## src/rtl/bsd_regs.vh

```
// bsd_regs.vh: register offsets, field positions, reset values and mode codes
// for the balancing-switch diagnostic scan block; definitions only.
`ifndef BSD_REGS_VH
`define BSD_REGS_VH

// register byte offsets on the axi4-lite slave
`define BSD_OFF_SCAN_CTRL 6'h00
`define BSD_OFF_CELL_CFG 6'h04
`define BSD_OFF_BAL_EN 6'h08
`define BSD_OFF_ACQ_CFG 6'h0c
`define BSD_OFF_SHORT_THR 6'h10
`define BSD_OFF_LOW_THR 6'h14
`define BSD_OFF_HIGH_THR 6'h18
`define BSD_OFF_ALERT 6'h1c
`define BSD_OFF_STATUS 6'h20

// scan control fields
`define BSD_SCAN_START_BIT 0
`define BSD_CFG_LSB 4
`define BSD_CFG_MSB 6
// cell config fields: polarity [13:0], cell enable [29:16]
`define BSD_POL_LSB 0
`define BSD_CELLEN_LSB 16
// acquisition config fields
`define BSD_MEAS_HI_LSB 0
`define BSD_AUX_LSB 2
`define BSD_DIAG1_LSB 8
`define BSD_DIAG2_LSB 12
`define BSD_ALTSEL_BIT 16
`define BSD_OVS_LSB 20
`define BSD_TOPA_LSB 24
`define BSD_TOPB_LSB 28
// alert register: vector [13:0], summary 16
`define BSD_SUM_BIT 16
// status: busy 0, done 1, ov 4, uv 5, mismatch 6
`define BSD_BUSY_BIT 0
`define BSD_DONE_BIT 1

// scan configuration codes
`define BSD_MODE_SHORT 3'h4
`define BSD_MODE_OPEN 3'h5
`define BSD_MODE_ODD 3'h6
`define BSD_MODE_EVEN 3'h7
// forced sense-wire switch patterns
`define BSD_ODD_PAT 14'h1555
`define BSD_EVEN_PAT 14'h2aaa

// reset values
`define BSD_RST_THR 14'h0000
`define BSD_RST_HIGH 14'h3fff
`define BSD_RST_ALERT 14'h0000

`endif

```

## src/rtl/bsd_cmp.v

```verilog
// bsd_cmp.v: one channel's threshold comparison for the diagnostic scan.
// assumes result, thresholds and mode are stable while eval is high.
`timescale 1ns/100ps
module bsd_cmp #(
    parameter W = 14
) (
    input wire aclk,
    input wire aresetn,
    input wire eval,
    input wire short_mode,
    input wire measured,
    input wire [W-1:0] result,
    input wire [W-1:0] short_threshold,
    input wire [W-1:0] low_threshold,
    input wire [W-1:0] high_threshold,
    output reg flag_q
);
    // unmeasured channels stay clear; short uses one bound, others a window
    always @(posedge aclk) begin
        if (!aresetn) begin
            flag_q <= 1'b0;
        end else if (eval) begin
            if (!measured) begin
                flag_q <= 1'b0;
            end else if (short_mode) begin
                flag_q <= (result < short_threshold);
            end else begin
                flag_q <= (result < low_threshold) || (result > high_threshold);
            end
        end
    end
endmodule

```

## src/rtl/bsd_top.v

```verilog
// bsd_top.v: balancing-switch diagnostic scan control with axi4-lite registers.
// assumes the acquisition engine runs on aclk, takes the effective settings
// below while acq_busy is high, and pulses acq_done once with all results valid.
//
// The implementer's own choices: the placing of the registers and the AXI4-Lite register port.
`timescale 1ns/100ps
`include "bsd_regs.vh"

// Functional notes
// - scan config 100 short, 101 open, 110 odd wire, 111 even wire
// - switch alert vector cleared when a switch-mode scan is requested
// - results written at scan done, kept until next switch-mode request
// - short mode flags unipolar channels measuring below short threshold
// - other modes flag below low threshold or above high threshold
// - summary flag becomes OR of all fourteen alert bits at scan end
// - summary clears on clean rescan or software writing zero
// - equal top-cell settings mask alerts above that position
// - overvoltage, undervoltage and mismatch alerts untouched in switch modes
// - switch-short scan forces balancing switch enables to zero
// - short scan: current/block off, aux off, cells unipolar and enabled
// - short scan: diagnostics off, alternate path on, single sample
// - open scan forces bipolar acquisition over alternate path
// - open scan: cells switch-enabled and unipolar, others forced off
// - open scan forces single sample
// - open mode uses configured switch enables, no balancing needed
// - overrides apply only while scanning, normal settings restored after
module bsd_top #(
    parameter N = 14
) (
    input wire aclk,
    input wire aresetn,
    input wire [5:0] s_axi_awaddr,
    input wire s_axi_awvalid,
    output reg s_axi_awready,
    input wire [31:0] s_axi_wdata,
    input wire [3:0] s_axi_wstrb,
    input wire s_axi_wvalid,
    output reg s_axi_wready,
    output reg [1:0] s_axi_bresp,
    output reg s_axi_bvalid,
    input wire s_axi_bready,
    input wire [5:0] s_axi_araddr,
    input wire s_axi_arvalid,
    output reg s_axi_arready,
    output reg [31:0] s_axi_rdata,
    output reg [1:0] s_axi_rresp,
    output reg s_axi_rvalid,
    input wire s_axi_rready,
    input wire acq_done,
    input wire [N*14-1:0] acq_results,
    input wire acq_ov,
    input wire acq_uv,
    input wire acq_mismatch,
    output reg acq_busy_q,
    output reg [N-1:0] balance_switch_enable_q,
    output reg [N-1:0] cell_enable_q,
    output reg [1:0] measure_enable_primary_q,
    output reg [3:0] measure_enable_aux_q,
    output reg [3:0] diag_sel_a_q,
    output reg [3:0] diag_sel_b_q,
    output reg alt_path_select_q,
    output reg [2:0] oversample_field_q,
    output reg bipolar_force_q
);
    // software configuration registers
    reg [2:0] scan_config_code_q;
    reg [N-1:0] bipolar_position_q;
    reg [N-1:0] cell_cfg_q;
    reg [N-1:0] bal_cfg_q;
    reg [1:0] meas_hi_cfg_q;
    reg [3:0] aux_cfg_q;
    reg [3:0] diag_a_cfg_q;
    reg [3:0] diag_b_cfg_q;
    reg alt_cfg_q;
    reg [2:0] ovs_cfg_q;
    reg [3:0] top_cell_a_q;
    reg [3:0] top_cell_b_q;
    reg [13:0] short_threshold_q;
    reg [13:0] low_threshold_q;
    reg [13:0] high_threshold_q;
    // status
    reg [N-1:0] switch_alert_vector_q;
    reg switch_alert_summary_q;
    reg scan_done_flag_q;
    reg overvoltage_alert_q;
    reg undervoltage_alert_q;
    reg cell_mismatch_alert_q;
    reg [2:0] run_mode_q;
    reg eval_q;

    // scan sequencer, one-hot
    localparam ST_IDLE = 3'b001;
    localparam ST_RUN = 3'b010;
    localparam ST_EVAL = 3'b100;
    reg [2:0] state_q;

    // axi write channel holding
    reg aw_held_q;
    reg w_held_q;
    reg [5:0] aw_addr_q;
    reg [31:0] w_data_q;
    reg [3:0] w_strb_q;

    wire diag_mode = w_data_q[`BSD_CFG_MSB];
    wire run_diag = run_mode_q[2];
    wire run_short = (run_mode_q == `BSD_MODE_SHORT);
    wire run_open = (run_mode_q == `BSD_MODE_OPEN);
    wire run_odd = (run_mode_q == `BSD_MODE_ODD);
    wire run_even = (run_mode_q == `BSD_MODE_EVEN);

    // write is performed once both halves are held and no response pending
    wire wr_fire = aw_held_q && w_held_q && !s_axi_bvalid;
    wire start_req = wr_fire && (aw_addr_q[5:2] == `BSD_OFF_SCAN_CTRL >> 2)
        && w_strb_q[0] && w_data_q[`BSD_SCAN_START_BIT] && (state_q == ST_IDLE);

    // effective switch and cell enables while a diagnostic scan runs
    reg [N-1:0] sw_eff;
    reg [N-1:0] cell_eff;
    reg [N-1:0] topmask;
    integer i;
    always @* begin
        topmask = {N{1'b1}};
        for (i = 0; i < N; i = i + 1) begin
            // channel i sits above the top cell when its number exceeds it
            if ((top_cell_a_q == top_cell_b_q) && (i > top_cell_a_q)) begin
                topmask[i] = 1'b0;
            end
        end
        sw_eff = bal_cfg_q;
        cell_eff = cell_cfg_q;
        if (run_short) begin
            sw_eff = {N{1'b0}};
            cell_eff = ~bipolar_position_q & cell_cfg_q;
        end else if (run_open) begin
            sw_eff = bal_cfg_q;
            cell_eff = bal_cfg_q & ~bipolar_position_q;
        end else if (run_odd || run_even) begin
            sw_eff = (run_odd ? `BSD_ODD_PAT : `BSD_EVEN_PAT) & ~bipolar_position_q & topmask;
            cell_eff = sw_eff & ~bipolar_position_q;
        end
    end

    // per-channel comparators, evaluated in the done cycle while running
    wire [N-1:0] cmp_flag;
    genvar g;
    generate
        for (g = 0; g < N; g = g + 1) begin : gen_cmp
            bsd_cmp #(.W(14)) u_cmp (
                .aclk(aclk),
                .aresetn(aresetn),
                .eval(acq_done && state_q == ST_RUN),
                .short_mode(run_short),
                .measured(cell_enable_q[g]),
                .result(acq_results[g*14 +: 14]),
                .short_threshold(short_threshold_q),
                .low_threshold(low_threshold_q),
                .high_threshold(high_threshold_q),
                .flag_q(cmp_flag[g])
            );
        end
    endgenerate

    // sequencer: request -> run until done -> capture results
    always @(posedge aclk) begin
        if (!aresetn) begin
            state_q <= ST_IDLE;
            run_mode_q <= 3'h0;
            acq_busy_q <= 1'b0;
            eval_q <= 1'b0;
        end else begin
            eval_q <= 1'b0;
            case (state_q)
                ST_IDLE: begin
                    if (start_req) begin
                        run_mode_q <= w_data_q[`BSD_CFG_MSB:`BSD_CFG_LSB]; // rides with start
                        acq_busy_q <= 1'b1;
                        state_q <= ST_RUN;
                    end
                end
                ST_RUN: begin
                    if (acq_done) begin
                        acq_busy_q <= 1'b0;
                        eval_q <= 1'b1;
                        state_q <= ST_EVAL;
                    end
                end
                ST_EVAL: begin
                    run_mode_q <= 3'h0;
                    state_q <= ST_IDLE;
                end
                default: state_q <= ST_IDLE;
            endcase
        end
    end

    // effective acquisition settings; normal values outside a diagnostic scan
    always @(posedge aclk) begin
        if (!aresetn) begin
            balance_switch_enable_q <= {N{1'b0}};
            cell_enable_q <= {N{1'b0}};
            measure_enable_primary_q <= 2'h0;
            measure_enable_aux_q <= 4'h0;
            diag_sel_a_q <= 4'h0;
            diag_sel_b_q <= 4'h0;
            alt_path_select_q <= 1'b0;
            oversample_field_q <= 3'h0;
            bipolar_force_q <= 1'b0;
        end else if (run_diag) begin
            balance_switch_enable_q <= sw_eff;
            cell_enable_q <= cell_eff;
            measure_enable_primary_q <= 2'h0;
            measure_enable_aux_q <= 4'h0;
            diag_sel_a_q <= 4'h0;
            diag_sel_b_q <= 4'h0;
            alt_path_select_q <= 1'b1;
            oversample_field_q <= 3'h0;
            bipolar_force_q <= !run_short;
        end else begin
            balance_switch_enable_q <= bal_cfg_q;
            cell_enable_q <= cell_cfg_q;
            measure_enable_primary_q <= meas_hi_cfg_q;
            measure_enable_aux_q <= aux_cfg_q;
            diag_sel_a_q <= diag_a_cfg_q;
            diag_sel_b_q <= diag_b_cfg_q;
            alt_path_select_q <= alt_cfg_q;
            oversample_field_q <= ovs_cfg_q;
            bipolar_force_q <= 1'b0;
        end
    end

    // alert vector, summary and normal-scan alerts; hardware set beats sw clear
    wire sum_wr = wr_fire && (aw_addr_q[5:2] == `BSD_OFF_ALERT >> 2) && w_strb_q[2]
        && !w_data_q[`BSD_SUM_BIT];
    wire stat_wr = wr_fire && (aw_addr_q[5:2] == `BSD_OFF_STATUS >> 2) && w_strb_q[0];
    always @(posedge aclk) begin
        if (!aresetn) begin
            switch_alert_vector_q <= `BSD_RST_ALERT;
            switch_alert_summary_q <= 1'b0;
            scan_done_flag_q <= 1'b0;
            overvoltage_alert_q <= 1'b0;
            undervoltage_alert_q <= 1'b0;
            cell_mismatch_alert_q <= 1'b0;
        end else begin
            if (start_req) begin
                scan_done_flag_q <= 1'b0;
            end else if (eval_q) begin
                scan_done_flag_q <= 1'b1;
            end else if (stat_wr && !w_data_q[`BSD_DONE_BIT]) begin
                scan_done_flag_q <= 1'b0;
            end
            if (start_req && diag_mode) begin
                switch_alert_vector_q <= {N{1'b0}};
            end else if (eval_q && run_diag) begin
                switch_alert_vector_q <= cmp_flag & topmask;
            end
            if (eval_q && run_diag) begin
                switch_alert_summary_q <= |(cmp_flag & topmask);
            end else if (sum_wr) begin
                switch_alert_summary_q <= 1'b0;
            end
            if (eval_q && !run_diag) begin
                overvoltage_alert_q <= acq_ov;
                undervoltage_alert_q <= acq_uv;
                cell_mismatch_alert_q <= acq_mismatch;
            end
        end
    end

    // axi write side: hold address and data in either order, answer with bresp
    always @(posedge aclk) begin
        if (!aresetn) begin
            aw_held_q <= 1'b0;
            w_held_q <= 1'b0;
            aw_addr_q <= 6'h00;
            w_data_q <= 32'h00000000;
            w_strb_q <= 4'h0;
            s_axi_awready <= 1'b0;
            s_axi_wready <= 1'b0;
            s_axi_bvalid <= 1'b0;
            s_axi_bresp <= 2'h0;
        end else begin
            s_axi_awready <= !aw_held_q && s_axi_awvalid && !s_axi_awready;
            s_axi_wready <= !w_held_q && s_axi_wvalid && !s_axi_wready;
            if (s_axi_awvalid && s_axi_awready) begin
                aw_held_q <= 1'b1;
                aw_addr_q <= s_axi_awaddr;
            end
            if (s_axi_wvalid && s_axi_wready) begin
                w_held_q <= 1'b1;
                w_data_q <= s_axi_wdata;
                w_strb_q <= s_axi_wstrb;
            end
            if (wr_fire) begin
                aw_held_q <= 1'b0;
                w_held_q <= 1'b0;
                s_axi_bvalid <= 1'b1;
                s_axi_bresp <= (aw_addr_q > `BSD_OFF_STATUS) ? 2'h2 : 2'h0;
            end else if (s_axi_bvalid && s_axi_bready) begin
                s_axi_bvalid <= 1'b0;
            end
        end
    end

    // configuration register writes; all four byte lanes must be strobed
    always @(posedge aclk) begin
        if (!aresetn) begin
            scan_config_code_q <= 3'h0;
            bipolar_position_q <= {N{1'b0}};
            cell_cfg_q <= {N{1'b0}};
            bal_cfg_q <= {N{1'b0}};
            meas_hi_cfg_q <= 2'h0;
            aux_cfg_q <= 4'h0;
            diag_a_cfg_q <= 4'h0;
            diag_b_cfg_q <= 4'h0;
            alt_cfg_q <= 1'b0;
            ovs_cfg_q <= 3'h0;
            top_cell_a_q <= 4'hd;
            top_cell_b_q <= 4'hd;
            short_threshold_q <= `BSD_RST_THR;
            low_threshold_q <= `BSD_RST_THR;
            high_threshold_q <= `BSD_RST_HIGH;
        end else if (wr_fire && (&w_strb_q)) begin
            // whole-word writes only: partial writes are acknowledged and dropped
            case (aw_addr_q)
                `BSD_OFF_SCAN_CTRL: scan_config_code_q <= w_data_q[`BSD_CFG_MSB:`BSD_CFG_LSB];
                `BSD_OFF_CELL_CFG: begin
                    bipolar_position_q <= w_data_q[`BSD_POL_LSB +: 14];
                    cell_cfg_q <= w_data_q[`BSD_CELLEN_LSB +: 14];
                end
                `BSD_OFF_BAL_EN: bal_cfg_q <= w_data_q[13:0];
                `BSD_OFF_ACQ_CFG: begin
                    meas_hi_cfg_q <= w_data_q[`BSD_MEAS_HI_LSB +: 2];
                    aux_cfg_q <= w_data_q[`BSD_AUX_LSB +: 4];
                    diag_a_cfg_q <= w_data_q[`BSD_DIAG1_LSB +: 4];
                    diag_b_cfg_q <= w_data_q[`BSD_DIAG2_LSB +: 4];
                    alt_cfg_q <= w_data_q[`BSD_ALTSEL_BIT];
                    ovs_cfg_q <= w_data_q[`BSD_OVS_LSB +: 3];
                    top_cell_a_q <= w_data_q[`BSD_TOPA_LSB +: 4];
                    top_cell_b_q <= w_data_q[`BSD_TOPB_LSB +: 4];
                end
                `BSD_OFF_SHORT_THR: short_threshold_q <= w_data_q[13:0];
                `BSD_OFF_LOW_THR: low_threshold_q <= w_data_q[13:0];
                `BSD_OFF_HIGH_THR: high_threshold_q <= w_data_q[13:0];
                default: ;
            endcase
        end
    end

    // axi read side: one read at a time, registered data
    always @(posedge aclk) begin
        if (!aresetn) begin
            s_axi_arready <= 1'b0;
            s_axi_rvalid <= 1'b0;
            s_axi_rdata <= 32'h00000000;
            s_axi_rresp <= 2'h0;
        end else begin
            s_axi_arready <= s_axi_arvalid && !s_axi_arready && !s_axi_rvalid;
            if (s_axi_arvalid && s_axi_arready) begin
                s_axi_rvalid <= 1'b1;
                s_axi_rresp <= 2'h0;
                case (s_axi_araddr)
                    `BSD_OFF_SCAN_CTRL: s_axi_rdata <= {25'h0, scan_config_code_q, 4'h0};
                    `BSD_OFF_CELL_CFG: s_axi_rdata <= {2'h0, cell_cfg_q, 2'h0, bipolar_position_q};
                    `BSD_OFF_BAL_EN: s_axi_rdata <= {18'h0, bal_cfg_q};
                    `BSD_OFF_ACQ_CFG: s_axi_rdata <= {top_cell_b_q, top_cell_a_q, 1'b0,
                        ovs_cfg_q, 3'h0, alt_cfg_q, diag_b_cfg_q, diag_a_cfg_q, 2'h0,
                        aux_cfg_q, meas_hi_cfg_q};
                    `BSD_OFF_SHORT_THR: s_axi_rdata <= {18'h0, short_threshold_q};
                    `BSD_OFF_LOW_THR: s_axi_rdata <= {18'h0, low_threshold_q};
                    `BSD_OFF_HIGH_THR: s_axi_rdata <= {18'h0, high_threshold_q};
                    `BSD_OFF_ALERT: s_axi_rdata <= {15'h0, switch_alert_summary_q, 2'h0,
                        switch_alert_vector_q};
                    `BSD_OFF_STATUS: s_axi_rdata <= {25'h0, cell_mismatch_alert_q,
                        undervoltage_alert_q, overvoltage_alert_q, 2'h0, scan_done_flag_q,
                        acq_busy_q};
                    default: begin
                        s_axi_rdata <= 32'h00000000;
                        s_axi_rresp <= 2'h2; // unmapped: slverr
                    end
                endcase
            end else if (s_axi_rvalid && s_axi_rready) begin
                s_axi_rvalid <= 1'b0;
            end
        end
    end
endmodule

```

## config.mk

```make
export PLATFORM = sky130hd
export DESIGN_NAME = bsd_top
export DESIGN_NICKNAME = d
export VERILOG_FILES = /design/src/rtl/bsd_cmp.v /design/src/rtl/bsd_top.v
export VERILOG_INCLUDE_DIRS = /design/src /design/src/rtl
export SDC_FILE = /design/constraint.sdc
export NUM_CORES = 1
export LEC_CHECK = 0
export BUFFER_PORTS_ARGS = -buffer_cell sky130_fd_sc_hd__buf_2
export CAP_MARGIN = 30
export CELL_PAD_IN_SITES_DETAIL_PLACEMENT = 0
export CELL_PAD_IN_SITES_GLOBAL_PLACEMENT = 2
export CORE_MARGIN = 5
export CORE_UTILIZATION = 39
export DETAILED_ROUTE_END_ITERATION = 12
export GPL_ROUTABILITY_DRIVEN = 0
export PLACE_DENSITY = 0.95
export RECOVER_POWER = 50
export SKIP_CTS_REPAIR_TIMING = 1
export SYNTH_ARGS = -nofsm -noshare
export SYNTH_HDL_FRONTEND = slang
export SYNTH_SLANG_ARGS = --single-unit
```

## constraint.sdc

```tcl
create_clock -name aclk -period 4.4 [get_ports aclk]
set_input_delay 0.44 -clock aclk [delete_from_list [all_inputs] [get_ports aclk]]
set_output_delay 0.44 -clock aclk [all_outputs]
set_load 0.02 [all_outputs]
```

## Word-level counts from Yosys, hierarchy flattened

Cells that the tools add are included.

- $lt $le $gt $ge: 56
- Equality and inequality tests: 26
- Mux-type cells: 71
- Bitwise gates (word level): 8
- Reductions and logical operators: 95

Operators with widths:

| kind | number |
|---|---|
| < comparator 14 bit | 28 |
| one-hot mux 32 bit (9 select lines) | 1 |
| greater-than comparator 14 bit | 14 |
| two-way mux 14 bit | 9 |
| AND 14 bit | 6 |
| two-way mux 1 bit | 53 |
| == test 6 x 5 -> 1 bit (second input constant) | 7 |
| logical AND 1 bit | 41 |
| == test 6 x 4 -> 1 bit (second input constant) | 4 |
| greater-than comparator 4 bit (first input constant) | 6 |
| AND reduction 2 bit | 11 |
| greater-than comparator 3 x 4 -> 1 bit (first input constant) | 4 |
| == test 3 bit (second input constant) | 5 |
| logical OR 1 bit | 15 |
| NOT 14 bit | 1 |
| OR reduction 14 bit | 1 |
| == test 6 x 3 -> 1 bit (second input constant) | 2 |
| zero test 6 bit | 2 |
| one-hot mux 3 bit (2 select lines) | 2 |
| nonzero test 2 bit | 6 |
| zero test 1 bit | 11 |
| two-way mux 3 bit | 3 |
| OR reduction 9 bit | 1 |
| greater-than comparator 2 x 4 -> 1 bit (first input constant) | 2 |
| 16 further kinds | 21 |

- Flip-flop bits (word level): 286
- Input bits: 255
- Output and inout bits: 89
- Logic and storage cells: 317

## Depth between registers and ports, before layout

Gate-level depths: netlist of run 1.

- Depth after elaboration: 9
- Mapped depth: 8
- Mapped depth without buffers: 8

## Hierarchy

A second synthesis of run 1 with hierarchy kept.

- Cells, all modules: 3280
- Area, all modules: 25854.8 µm²

Modules (own cells, without submodules):

| module | instances | cells an instance | area each (µm²) | seq. area each (µm²) |
|---|---|---|---|---|
| bsd_cmp | 14 | 147 | 1054.8 | 20.0 |
| bsd_top | 1 | 1222 | 11088.1 | 5405.2 |

## Least setup slack after synthesis of run 1

No wires, ideal clock.

- Path type: register -> register
- Start point: register short_threshold_q[3]
- End point: register gen_cmp[0].u_cmp.flag_q
- Library setup time: 0.058 ns
- Arrival: 1.943 ns
- Required time: 4.342 ns
- Setup slack: 2.400 ns
- Cell stages (with the launch flop): 8
- Path buffers: 0
- Clock period less this slack: 2.000 ns
- Path through: dfxtp_1 -> inv_1 -> ha_1 -> a2111oi_0 -> o21ai_0 -> a2111oi_0 -> a2bb2oi_1 -> o21a_1

- Longest elaborated chain between the ends: 3

RTL lines:

| item | RTL line | source |
|---|---|---|
| start, declared | bsd_top.v:78 | `reg [13:0] short_threshold_q;` |
| start signal, assigned | bsd_top.v:319 | `` short_threshold_q <= `BSD_RST_THR; `` |
| start signal, assigned | bsd_top.v:341 | `` `BSD_OFF_SHORT_THR: short_threshold_q <= w_data_q[13:0]; `` |
| < comparator 14 bit | bsd_cmp.v:26 | `flag_q <= (result < short_threshold);` |
| two-way mux 1 bit | bsd_cmp.v:25 | `end else if (short_mode) begin` |
| two-way mux 1 bit | bsd_cmp.v:23 | `if (!measured) begin` |
| end signal, assigned | bsd_cmp.v:26 |  |
| end signal, assigned | bsd_cmp.v:28 | `flag_q <= (result < low_threshold) \|\| (result > high_threshold);` |
| end, declared | bsd_cmp.v:16 | `output reg flag_q` |

Every way passes these cells.
A chain may end at the register's enable or synchronous reset.

## Final worst setup path of run 1

- Start point: register s_axi_arready
- End point: register s_axi_rdata[14]

- Longest elaborated chain between the ends: 1

RTL lines:

| item | RTL line | source |
|---|---|---|
| start, declared | bsd_top.v:44 | `output reg s_axi_arready,` |
| start signal, assigned | bsd_top.v:357 | `s_axi_arready <= s_axi_arvalid && !s_axi_arready && !s_axi_rvalid;` |
| logical AND 1 bit | bsd_top.v:358 | `if (s_axi_arvalid && s_axi_arready) begin` |
| end signal, assigned | bsd_top.v:362 | `` `BSD_OFF_SCAN_CTRL: s_axi_rdata <= {25'h0, scan_config_code_q, 4'h0}; `` |
| end signal, assigned | bsd_top.v:363 | `` `BSD_OFF_CELL_CFG: s_axi_rdata <= {2'h0, cell_cfg_q, 2'h0, bipolar_position_q}; `` |
| end signal, assigned | bsd_top.v:364 | `` `BSD_OFF_BAL_EN: s_axi_rdata <= {18'h0, bal_cfg_q}; `` |
| end, declared | bsd_top.v:45 | `output reg [31:0] s_axi_rdata,` |

Every way passes these cells.

==> qor.txt, run 1 <==
post-layout minimum cycle time = 3230 ps
met3 GRT Util = 7.01%
Critical Path RT = 4920 ps
CTS buffer count = 31
WL/cell = 26.2 um
global-route wire length before repair = 147 mm
TritonCTS clock tree = built
synthesis-to-finish area growth = 15.6%
Reg-to-Reg End = s_axi_rdata[14]$_SDFFE_PN0P_
Design Area, Final = 27700 um^2
Regs by FF count = s_axi_rdata x32, w_data_q x32
Max VDD drop = 0.000270 V
crit path capture type = register
residual DRC count = 0
Slew HR = -62.5%
H-tree depth = 1
Setup CP Type = reg2reg
Antenna diodes = 0
status = finished, violations left
Post-Syn Area = 23900 um^2
flops & latches, synth = 284
Post-Synthesis Cells = 2710
Yosys cell types = 80
DP Area = 26700 um^2
vias in the first global route = 23700
Buffers on Ports = 341
setup TNS = 0 ps
Final Hold Viols = 0
failing checks = max-capacitance violations, max-slew violations
area of the multi-input gates = 17200 um^2
DRT iter0 DRCs = 2098
Post-synth EDFFs = 0
global route overflow = 0
I/O pin total = 344
HPWL after detailed placement = 76.5 mm
Final setup viols = 0
Reg2Reg Depth = 5
Power Dens Cells = 229 nW/um^2
worst-margin pin slew = 2420 ps
Synth Warn # = 0
mux share of post-synthesis cell area = 2.17%
antenna violations before repair = 9
row count = 90
sequential share of the synthesized area = 23.7%
die height = 258 um
die width = 258 um
fmax = 309 MHz
leakage power = 11.9 nW
commonest non-fill, non-tap cell in the layout = ha_1
Detailed Routing Iterations Pass 1 = 6
most frequent cells in the layout = 560 x ha_1, 291 x nand2_1, 284 x dfxtp_1
crit share post-route = 73.4%
Critical Path Sink = s_axi_rdata[14]$_SDFFE_PN0P_
Initial Util = 39.5%
GRT busiest layer = met2
Core Util, Final = 45.7%
FF+latch area = 5690 um^2
CP startpoint kind = register
gr usage total = 28.7%
Routed WL = 101 mm
core area = 60600 um^2
DP Worst Slack = 1680 ps
Max Slew Vio Count = 77
arrival time at the worst endpoint = 3750 ps
Global Route met2 Usage = 46.9%
CTS Sinks = 284
CTS clk-pin slew, worst paths = 70 ps
largest net degree at the start of global routing = 89
worst hold path type = in2reg
final setup skew = 13.0 ps
Die Footprint = 66500 um^2
compound-cell area share of the yosys netlist = 24.1%
nets = 3843
flop2flop setup slack = 1170 ps
unrepaired setup endpoints after global routing = no
Global Route met1 Usage = 34.7%
DRT antenna net count = 0
Max Cap Violations = 3
final-layout fill cell count = 5926
main combinational cell family by area after synthesis = adder cells
Longest Clk Path Bufs = 3
worst skew pair latency = 600 ps
vias per inst = 6.19
Worst Setup SP = s_axi_arready$_SDFF_PN0_
Synth Area in Simple Gates = 16.5%
Synth async-reset ratio = 0%
Post-Synth XOR/XNOR Area = 0.146%
Root Buffer = clkbuf_16
Critical Path Fanout Max = 10
r2r startpoint = s_axi_arready$_SDFF_PN0_
post-route setup slack = 1170 ps
DR vias = 23700
fraction of layout cells with a size suffix above 1 = 13.0%
Syn Area/Cell = 8.84 um^2
Primary FF master, synth = dfxtp_1
adder-cell share of the synthesized area = 29.3%
## worst min-delay path by stage
stage / start / depth (start not counted) / endpoint / slack [ps]
global placement: s_axi_rvalid$_SDFFE_PN0P_ / 1 / s_axi_arready$_SDFF_PN0_ / 430
finish: s_axi_wdata[18] / 3 / w_data_q[18]$_SDFFE_PN0P_ / 100
floorplan: gen_cmp[1].u_cmp.flag_q$_SDFFE_PN0P_ / 2 / gen_cmp[1].u_cmp.flag_q$_SDFFE_PN0P_ / 420
CTS: s_axi_wdata[18] / 3 / w_data_q[18]$_SDFFE_PN0P_ / 70
detailed placement: w_data_q[15]$_SDFFE_PN0P_ / 2 / diag_b_cfg_q[3]$_SDFFE_PN0P_ / 440
global route: s_axi_wdata[18] / 3 / w_data_q[18]$_SDFFE_PN0P_ / 90
## cells in the mapped netlist (18+ instances only)
| master | count | area share, % |
|---|---|---|
| a22o_1 | 20 | 0.73 |
| mux2i_1 | 52 | 2.2 |
| nand4_1 | 88 | 2.3 |
| a21o_1 | 139 | 4.4 |
| and2_1 | 24 | 0.63 |
| dfxtp_1 | 284 | 24 |
| nor3_1 | 25 | 0.52 |
| buf_4 | 22 | 0.69 |
| ha_1 | 560 | 29 |
| a21boi_1 | 18 | 0.56 |
| nand2_1 | 291 | 4.6 |
| o21ai_0 | 125 | 2.6 |
| nor2b_1 | 93 | 2.4 |
| a21oi_1 | 191 | 4.0 |
| nand3_1 | 53 | 1.1 |
| clkbuf_1 | 60 | 0.94 |
| buf_2 | 18 | 0.38 |
| a211oi_1 | 37 | 1.2 |
| a22oi_1 | 31 | 0.97 |
| nand2b_1 | 26 | 0.68 |
| o211ai_1 | 20 | 0.63 |
| a21boi_0 | 83 | 2.6 |
| nor2_1 | 83 | 1.3 |
| inv_1 | 98 | 1.5 |
## cell type report
class | instances | share of cell area, %
multi-input combinational | 2216 | 62.3
timing repair buffer | 397 | 8.37
sequential | 284 | 20.5
clock buffer | 41 | 3.16
inverter | 98 | 1.33
clock inverter | 17 | 0.746
tap | 782 | 3.54
## cells by family (layout without fill, tap and decap cells)
| group | count (synthesis) | after routing |
|---|---|---|
| compound gates | 842 | 842 |
| other cells | 1 | 2 |
| buf+inv | 211 | 553 |
| fa+ha+maj | 560 | 560 |
| mux | 52 | 52 |
| simple gates | 756 | 756 |
| flops | 284 | 284 |
| xor+xnor | 4 | 4 |
## report_power, final
group          switching [mW]  internal (mW)
sequential             0.0339           2.59
combinational           0.529          0.388
clock                    1.19           1.59
total                    1.75           4.58
## worst max-delay path, cell delays in order, from the launching register on
cell     delay [ps]
dfxtp_1         380
nand2_1         170
nor4_1         1890
and2_1          440
a22oi_1         120
nor2b_1         140
## metal layers
metal,routed length (um),share of wire [%],up-vias
li1,-,-,10900
met1,39100,39,11300
met2,45500,45,1162
met3,9170,9.1,393
met4,6700,6.7,18
met5,124,0.12,-
## metrics by stage
stage               power [mW]  cells  hold WS, ps
floorplan                 3.18   2711          421
global placement          3.53   3752          430
detailed placement        3.59   3771          444
CTS                       6.33   3829         73.0
global route              6.56   3835         87.9
finish                    6.32   3835         98.5
Power figures use the tool's default switching activity.
==> run 2, diff against run 1 <==
--- a/config.mk
+++ b/config.mk
@@ -11,10 +11,10 @@
 export CELL_PAD_IN_SITES_DETAIL_PLACEMENT = 0
 export CELL_PAD_IN_SITES_GLOBAL_PLACEMENT = 2
 export CORE_MARGIN = 5
-export CORE_UTILIZATION = 39
+export CORE_UTILIZATION = 33
 export DETAILED_ROUTE_END_ITERATION = 12
 export GPL_ROUTABILITY_DRIVEN = 0
-export PLACE_DENSITY = 0.95
+export PLACE_DENSITY = 0.9
 export RECOVER_POWER = 50
 export SKIP_CTS_REPAIR_TIMING = 1
 export SYNTH_ARGS = -nofsm -noshare
==> constraint.sdc (replaced) <==
create_clock -name aclk -period 2.7 [get_ports aclk]
set_input_delay 0.27 -clock aclk [delete_from_list [all_inputs] [get_ports aclk]]
set_output_delay 0.27 -clock aclk [all_outputs]
set_load 0.02 [all_outputs]
==> qor.txt, run 2 (synthesized netlist as in run 1, its figures left out) <==
vias per inst = 5.66
CP startpoint kind = register
final setup skew = 19.2 ps
gr usage total = 25.0%
WL/cell = 25.1 um
die height = 279 um
global-route wire length before repair = 148 mm
Longest Clk Path Bufs = 3
Max Cap Violations = 1
die width = 279 um
Setup CP Type = reg2reg
fmax = 398 MHz
antenna violations before repair = 9
worst hold path type = in2reg
Max Slew Vio Count = 38
CTS buffer count = 31
post-layout minimum cycle time = 2510 ps
TritonCTS clock tree = built
Die Footprint = 78100 um^2
Fin Hold WS = 5.83 ps
leakage power = 12.2 nW
Max VDD drop = 0.000541 V
largest net degree at the start of global routing = 82
Root Buffer = clkbuf_16
final-layout fill cell count = 7347
H-tree depth = 1
Reg2Reg Depth = 7
worst-margin pin slew = 1880 ps
commonest non-fill, non-tap cell in the layout = ha_1
fraction of layout cells with a size suffix above 1 = 13.9%
Final Power = 10.3 mW
Critical Path Fanout Max = 15
unrepaired setup endpoints after global routing = no
DR vias = 23300
CTS Sinks = 284
Critical Path RT = 3240 ps
Power Dens Cells = 361 nW/um^2
crit share post-route = 93.1%
Final Hold Viols = 0
Routed WL = 103 mm
Hold Path Stages = 3
most frequent cells in the layout = 560 x ha_1, 291 x nand2_1, 284 x dfxtp_1
Slew HR = -25.2%
Initial Util = 33.4%
status = finished, violations left
nets = 3944
row count = 98
DRT antenna net count = 0
core area = 71700 um^2
CTS clk-pin slew, worst paths = 80 ps
Detailed Routing Iterations Pass 1 = 5
global route overflow = 0
HPWL after detailed placement = 80.2 mm
crit path capture type = register
vias in the first global route = 22300
worst skew pair latency = 610 ps
setup TNS = 0 ps
Final setup viols = 0
arrival time at the worst endpoint = 3050 ps
synthesis-to-finish area growth = 19.0%
DRT iter0 DRCs = 1981
I/O pin total = 344
Buffers on Ports = 341
failing checks = max-capacitance violations, max-slew violations
Regs by FF count = s_axi_rdata x32, w_data_q x32
residual DRC count = 0
## run 2: worst max-delay path, stage by stage (launching register included)
cell and delay, ps:
dfxtp_1 330, inv_1 80, nor4b_1 870, and2_1 230, buf_4 330, nand4b_1 200
a211o_1 260, a32oi_1 140
## run 2: where the power goes
group	total, mW	internal (mW)	switching (mW)
sequential	4.28	4.23	0.0503
combinational	1.54	0.671	0.872
clock	4.46	2.54	1.92
total	10.3	7.44	2.84
## run 2: final timing paths
check | start | to | slack [ps]
max | state_q[1]$_SDFFE_PN0P_ | gen_cmp[13].u_cmp.flag_q$_SDFFE_PN0P_ | 190
min | acq_done | state_q[1]$_SDFFE_PN0P_ | 6
max reg2reg | state_q[1]$_SDFFE_PN0P_ | gen_cmp[13].u_cmp.flag_q$_SDFFE_PN0P_ | 190
min reg2reg | w_data_q[14]$_SDFFE_PN0P_ | diag_b_cfg_q[2]$_SDFFE_PN0P_ | 460
## run 2: final cells by class
cell class	count	area, um^2	share of cell area [%]
flip-flops and latches	284	5690	20.0
well taps	950	1190	4.17
clock buffers	46	912	3.20
multi-input cells	2216	17200	60.4
repair buffers	498	2980	10.5
inverters	98	368	1.29
diodes	3	7.51	0.0263
clock inverters	11	134	0.470
## run 2: through the flow
step                setup WS [ps]  instance area [um^2]  cells  util, %
detailed placement            361                 27200   3997     37.9
CTS                           357                 28200   4054     39.3
finish                        187                 28500   4106     39.7
global route                 26.7                 28500   4106     39.7
floorplan                     700                 23900   2711        -
global placement              395                 27200   3997     37.9
## run 2: routing by layer
layer	part of all wire, %	up-vias	track usage, %
li1	-	11100	-
met1	42	11000	32.0
met2	46	930	42.2
met3	7.4	238	4.17
met4	4.7	8	9.73
met5	0.053	-	0
==> run 3, diff against run 2 <==
--- a/config.mk
+++ b/config.mk
@@ -16,6 +16,7 @@
 export GPL_ROUTABILITY_DRIVEN = 0
 export PLACE_DENSITY = 0.9
 export RECOVER_POWER = 50
+export SETUP_SLACK_MARGIN = 0.2
 export SKIP_CTS_REPAIR_TIMING = 1
 export SYNTH_ARGS = -nofsm -noshare
 export SYNTH_HDL_FRONTEND = slang
==> qor.txt, run 3 (synthesized netlist as in run 1, its figures left out) <==
fraction of layout cells with a size suffix above 1 = 14.1%
TritonCTS clock tree = built
final setup skew = 19.4 ps
WL/cell = 25.1 um
Max Cap Violations = 1
die width = 279 um
DR vias = 23200
Reg2Reg Depth = 7
Critical Path RT = 3230 ps
failing checks = max-capacitance violations, max-slew violations
status = finished, violations left
Root Buffer = clkbuf_16
Max Slew Vio Count = 38
Max VDD drop = 0.000535 V
Post-Layout Cell Count = 4108
flop2flop setup slack = 230 ps
antenna violations before repair = 9
fmax = 405 MHz
Slew HR = -23.0%
CTS Sinks = 284
Buffers on Ports = 341
hold_sp = acq_done
global-route wire length before repair = 148 mm
DRT iter0 DRCs = 1978
setup TNS = 0 ps
synthesis-to-finish area growth = 19.1%
Hold Path Stages = 3
unrepaired setup endpoints after global routing = no
Final Hold Viols = 0
row count = 98
Longest Clk Path Bufs = 3
core area = 71700 um^2
CTS buffer count = 31
leakage power = 12.3 nW
worst skew pair latency = 610 ps
gr usage total = 25.0%
global route overflow = 0
worst-margin pin slew = 1840 ps
CP startpoint kind = register
CTS clk-pin slew, worst paths = 80 ps
die height = 279 um
Routed WL = 103 mm
worst hold path type = in2reg
Final setup viols = 0
r2r startpoint = state_q[1]$_SDFFE_PN0P_
crit path capture type = register
Reg-to-Reg End = gen_cmp[13].u_cmp.flag_q$_SDFFE_PN0P_
Initial Util = 33.4%
post-layout minimum cycle time = 2470 ps
vias per inst = 5.65
crit share post-route = 91.5%
DRT antenna net count = 0
arrival time at the worst endpoint = 3000 ps
hold path endpoint = state_q[1]$_SDFFE_PN0P_
largest net degree at the start of global routing = 82
Fin Hold WS = 10.9 ps
residual DRC count = 0
I/O pin total = 344
Setup CP Type = reg2reg
nets = 3944
Die Footprint = 78100 um^2
Critical Path Fanout Max = 15
commonest non-fill, non-tap cell in the layout = ha_1
Regs by FF count = s_axi_rdata x32, w_data_q x32
Core Util, Final = 39.8%
Power Dens Cells = 361 nW/um^2
Detailed Routing Iterations Pass 1 = 7
H-tree depth = 1
placed insts = 3997
most frequent cells in the layout = 560 x ha_1, 291 x nand2_1, 284 x dfxtp_1
HPWL after detailed placement = 80.2 mm
vias in the first global route = 22300
run 3: worst max-delay path by stage:
| stage | start | depth (start not counted) | end | slack, ps |
|---|---|---|---|---|
| after floorplan | short_threshold_q[3]$_SDFFE_PN0P_ | 7 | gen_cmp[0].u_cmp.flag_q$_SDFFE_PN0P_ | 700 |
| after global placement | short_threshold_q[5]$_SDFFE_PN0P_ | 8 | gen_cmp[8].u_cmp.flag_q$_SDFFE_PN0P_ | 400 |
| after detailed placement | high_threshold_q[12]$_SDFFE_PN1P_ | 8 | gen_cmp[9].u_cmp.flag_q$_SDFFE_PN0P_ | 360 |
| after CTS | high_threshold_q[12]$_SDFFE_PN1P_ | 8 | gen_cmp[9].u_cmp.flag_q$_SDFFE_PN0P_ | 360 |
| after global routing | s_axi_wready$_SDFF_PN0_ | 4 | w_data_q[28]$_SDFFE_PN0P_ | 110 |
| final | state_q[1]$_SDFFE_PN0P_ | 7 | gen_cmp[13].u_cmp.flag_q$_SDFFE_PN0P_ | 230 |
run 3: critical path: stages, from the launching register on:
cell and delay (ps):
dfxtp_1 330, inv_1 80, nor4b_2 560, and2_1 200
clkbuf_2 550, nand4b_1 240, a211o_1 280, a32oi_1 140
run 3: layout make-up:
| cell class | count | area (um^2) |
|---|---|---|
| Fill cell | 7343 | 43200 |
| Clock inverter | 11 | 134 |
| Tap cell | 950 | 1190 |
| Sequential cell | 284 | 5690 |
| Clock buffer | 46 | 912 |
| Multi-Input combinational cell | 2216 | 17200 |
| Antenna cell | 5 | 12.5 |
| Timing Repair Buffer | 498 | 2980 |
| Inverter | 98 | 368 |
run 3: where the power goes:
group          switching [mW]  total [mW]  internal (mW)
Combinational           0.874        1.55          0.673
Sequential             0.0504        4.28           4.23
Clock                    1.92        4.46           2.54
run 3: stage by stage:
step / area [um^2] / total power, mW / setup WS, ps
3_5_place_dp: 27200 / 5.84 / 361
6_report: 28500 / 10.3 / 230
2_1_floorplan: 23900 / 5.19 / 700
5_1_grt: 28500 / 10.7 / 115
4_1_cts: 28200 / 10.3 / 357
3_3_place_gp: 27200 / 5.83 / 395
run 3: routing by layer:
metal / vias to the layer above / GRT usage (%) / share of wire (%)
met5: - / 0 / 0.053
met4: 8 / 9.73 / 4.6
met3: 241 / 4.17 / 7.2
met2: 888 / 42.2 / 46
met1: 11000 / 32.0 / 42
li1: 11100 / - / -
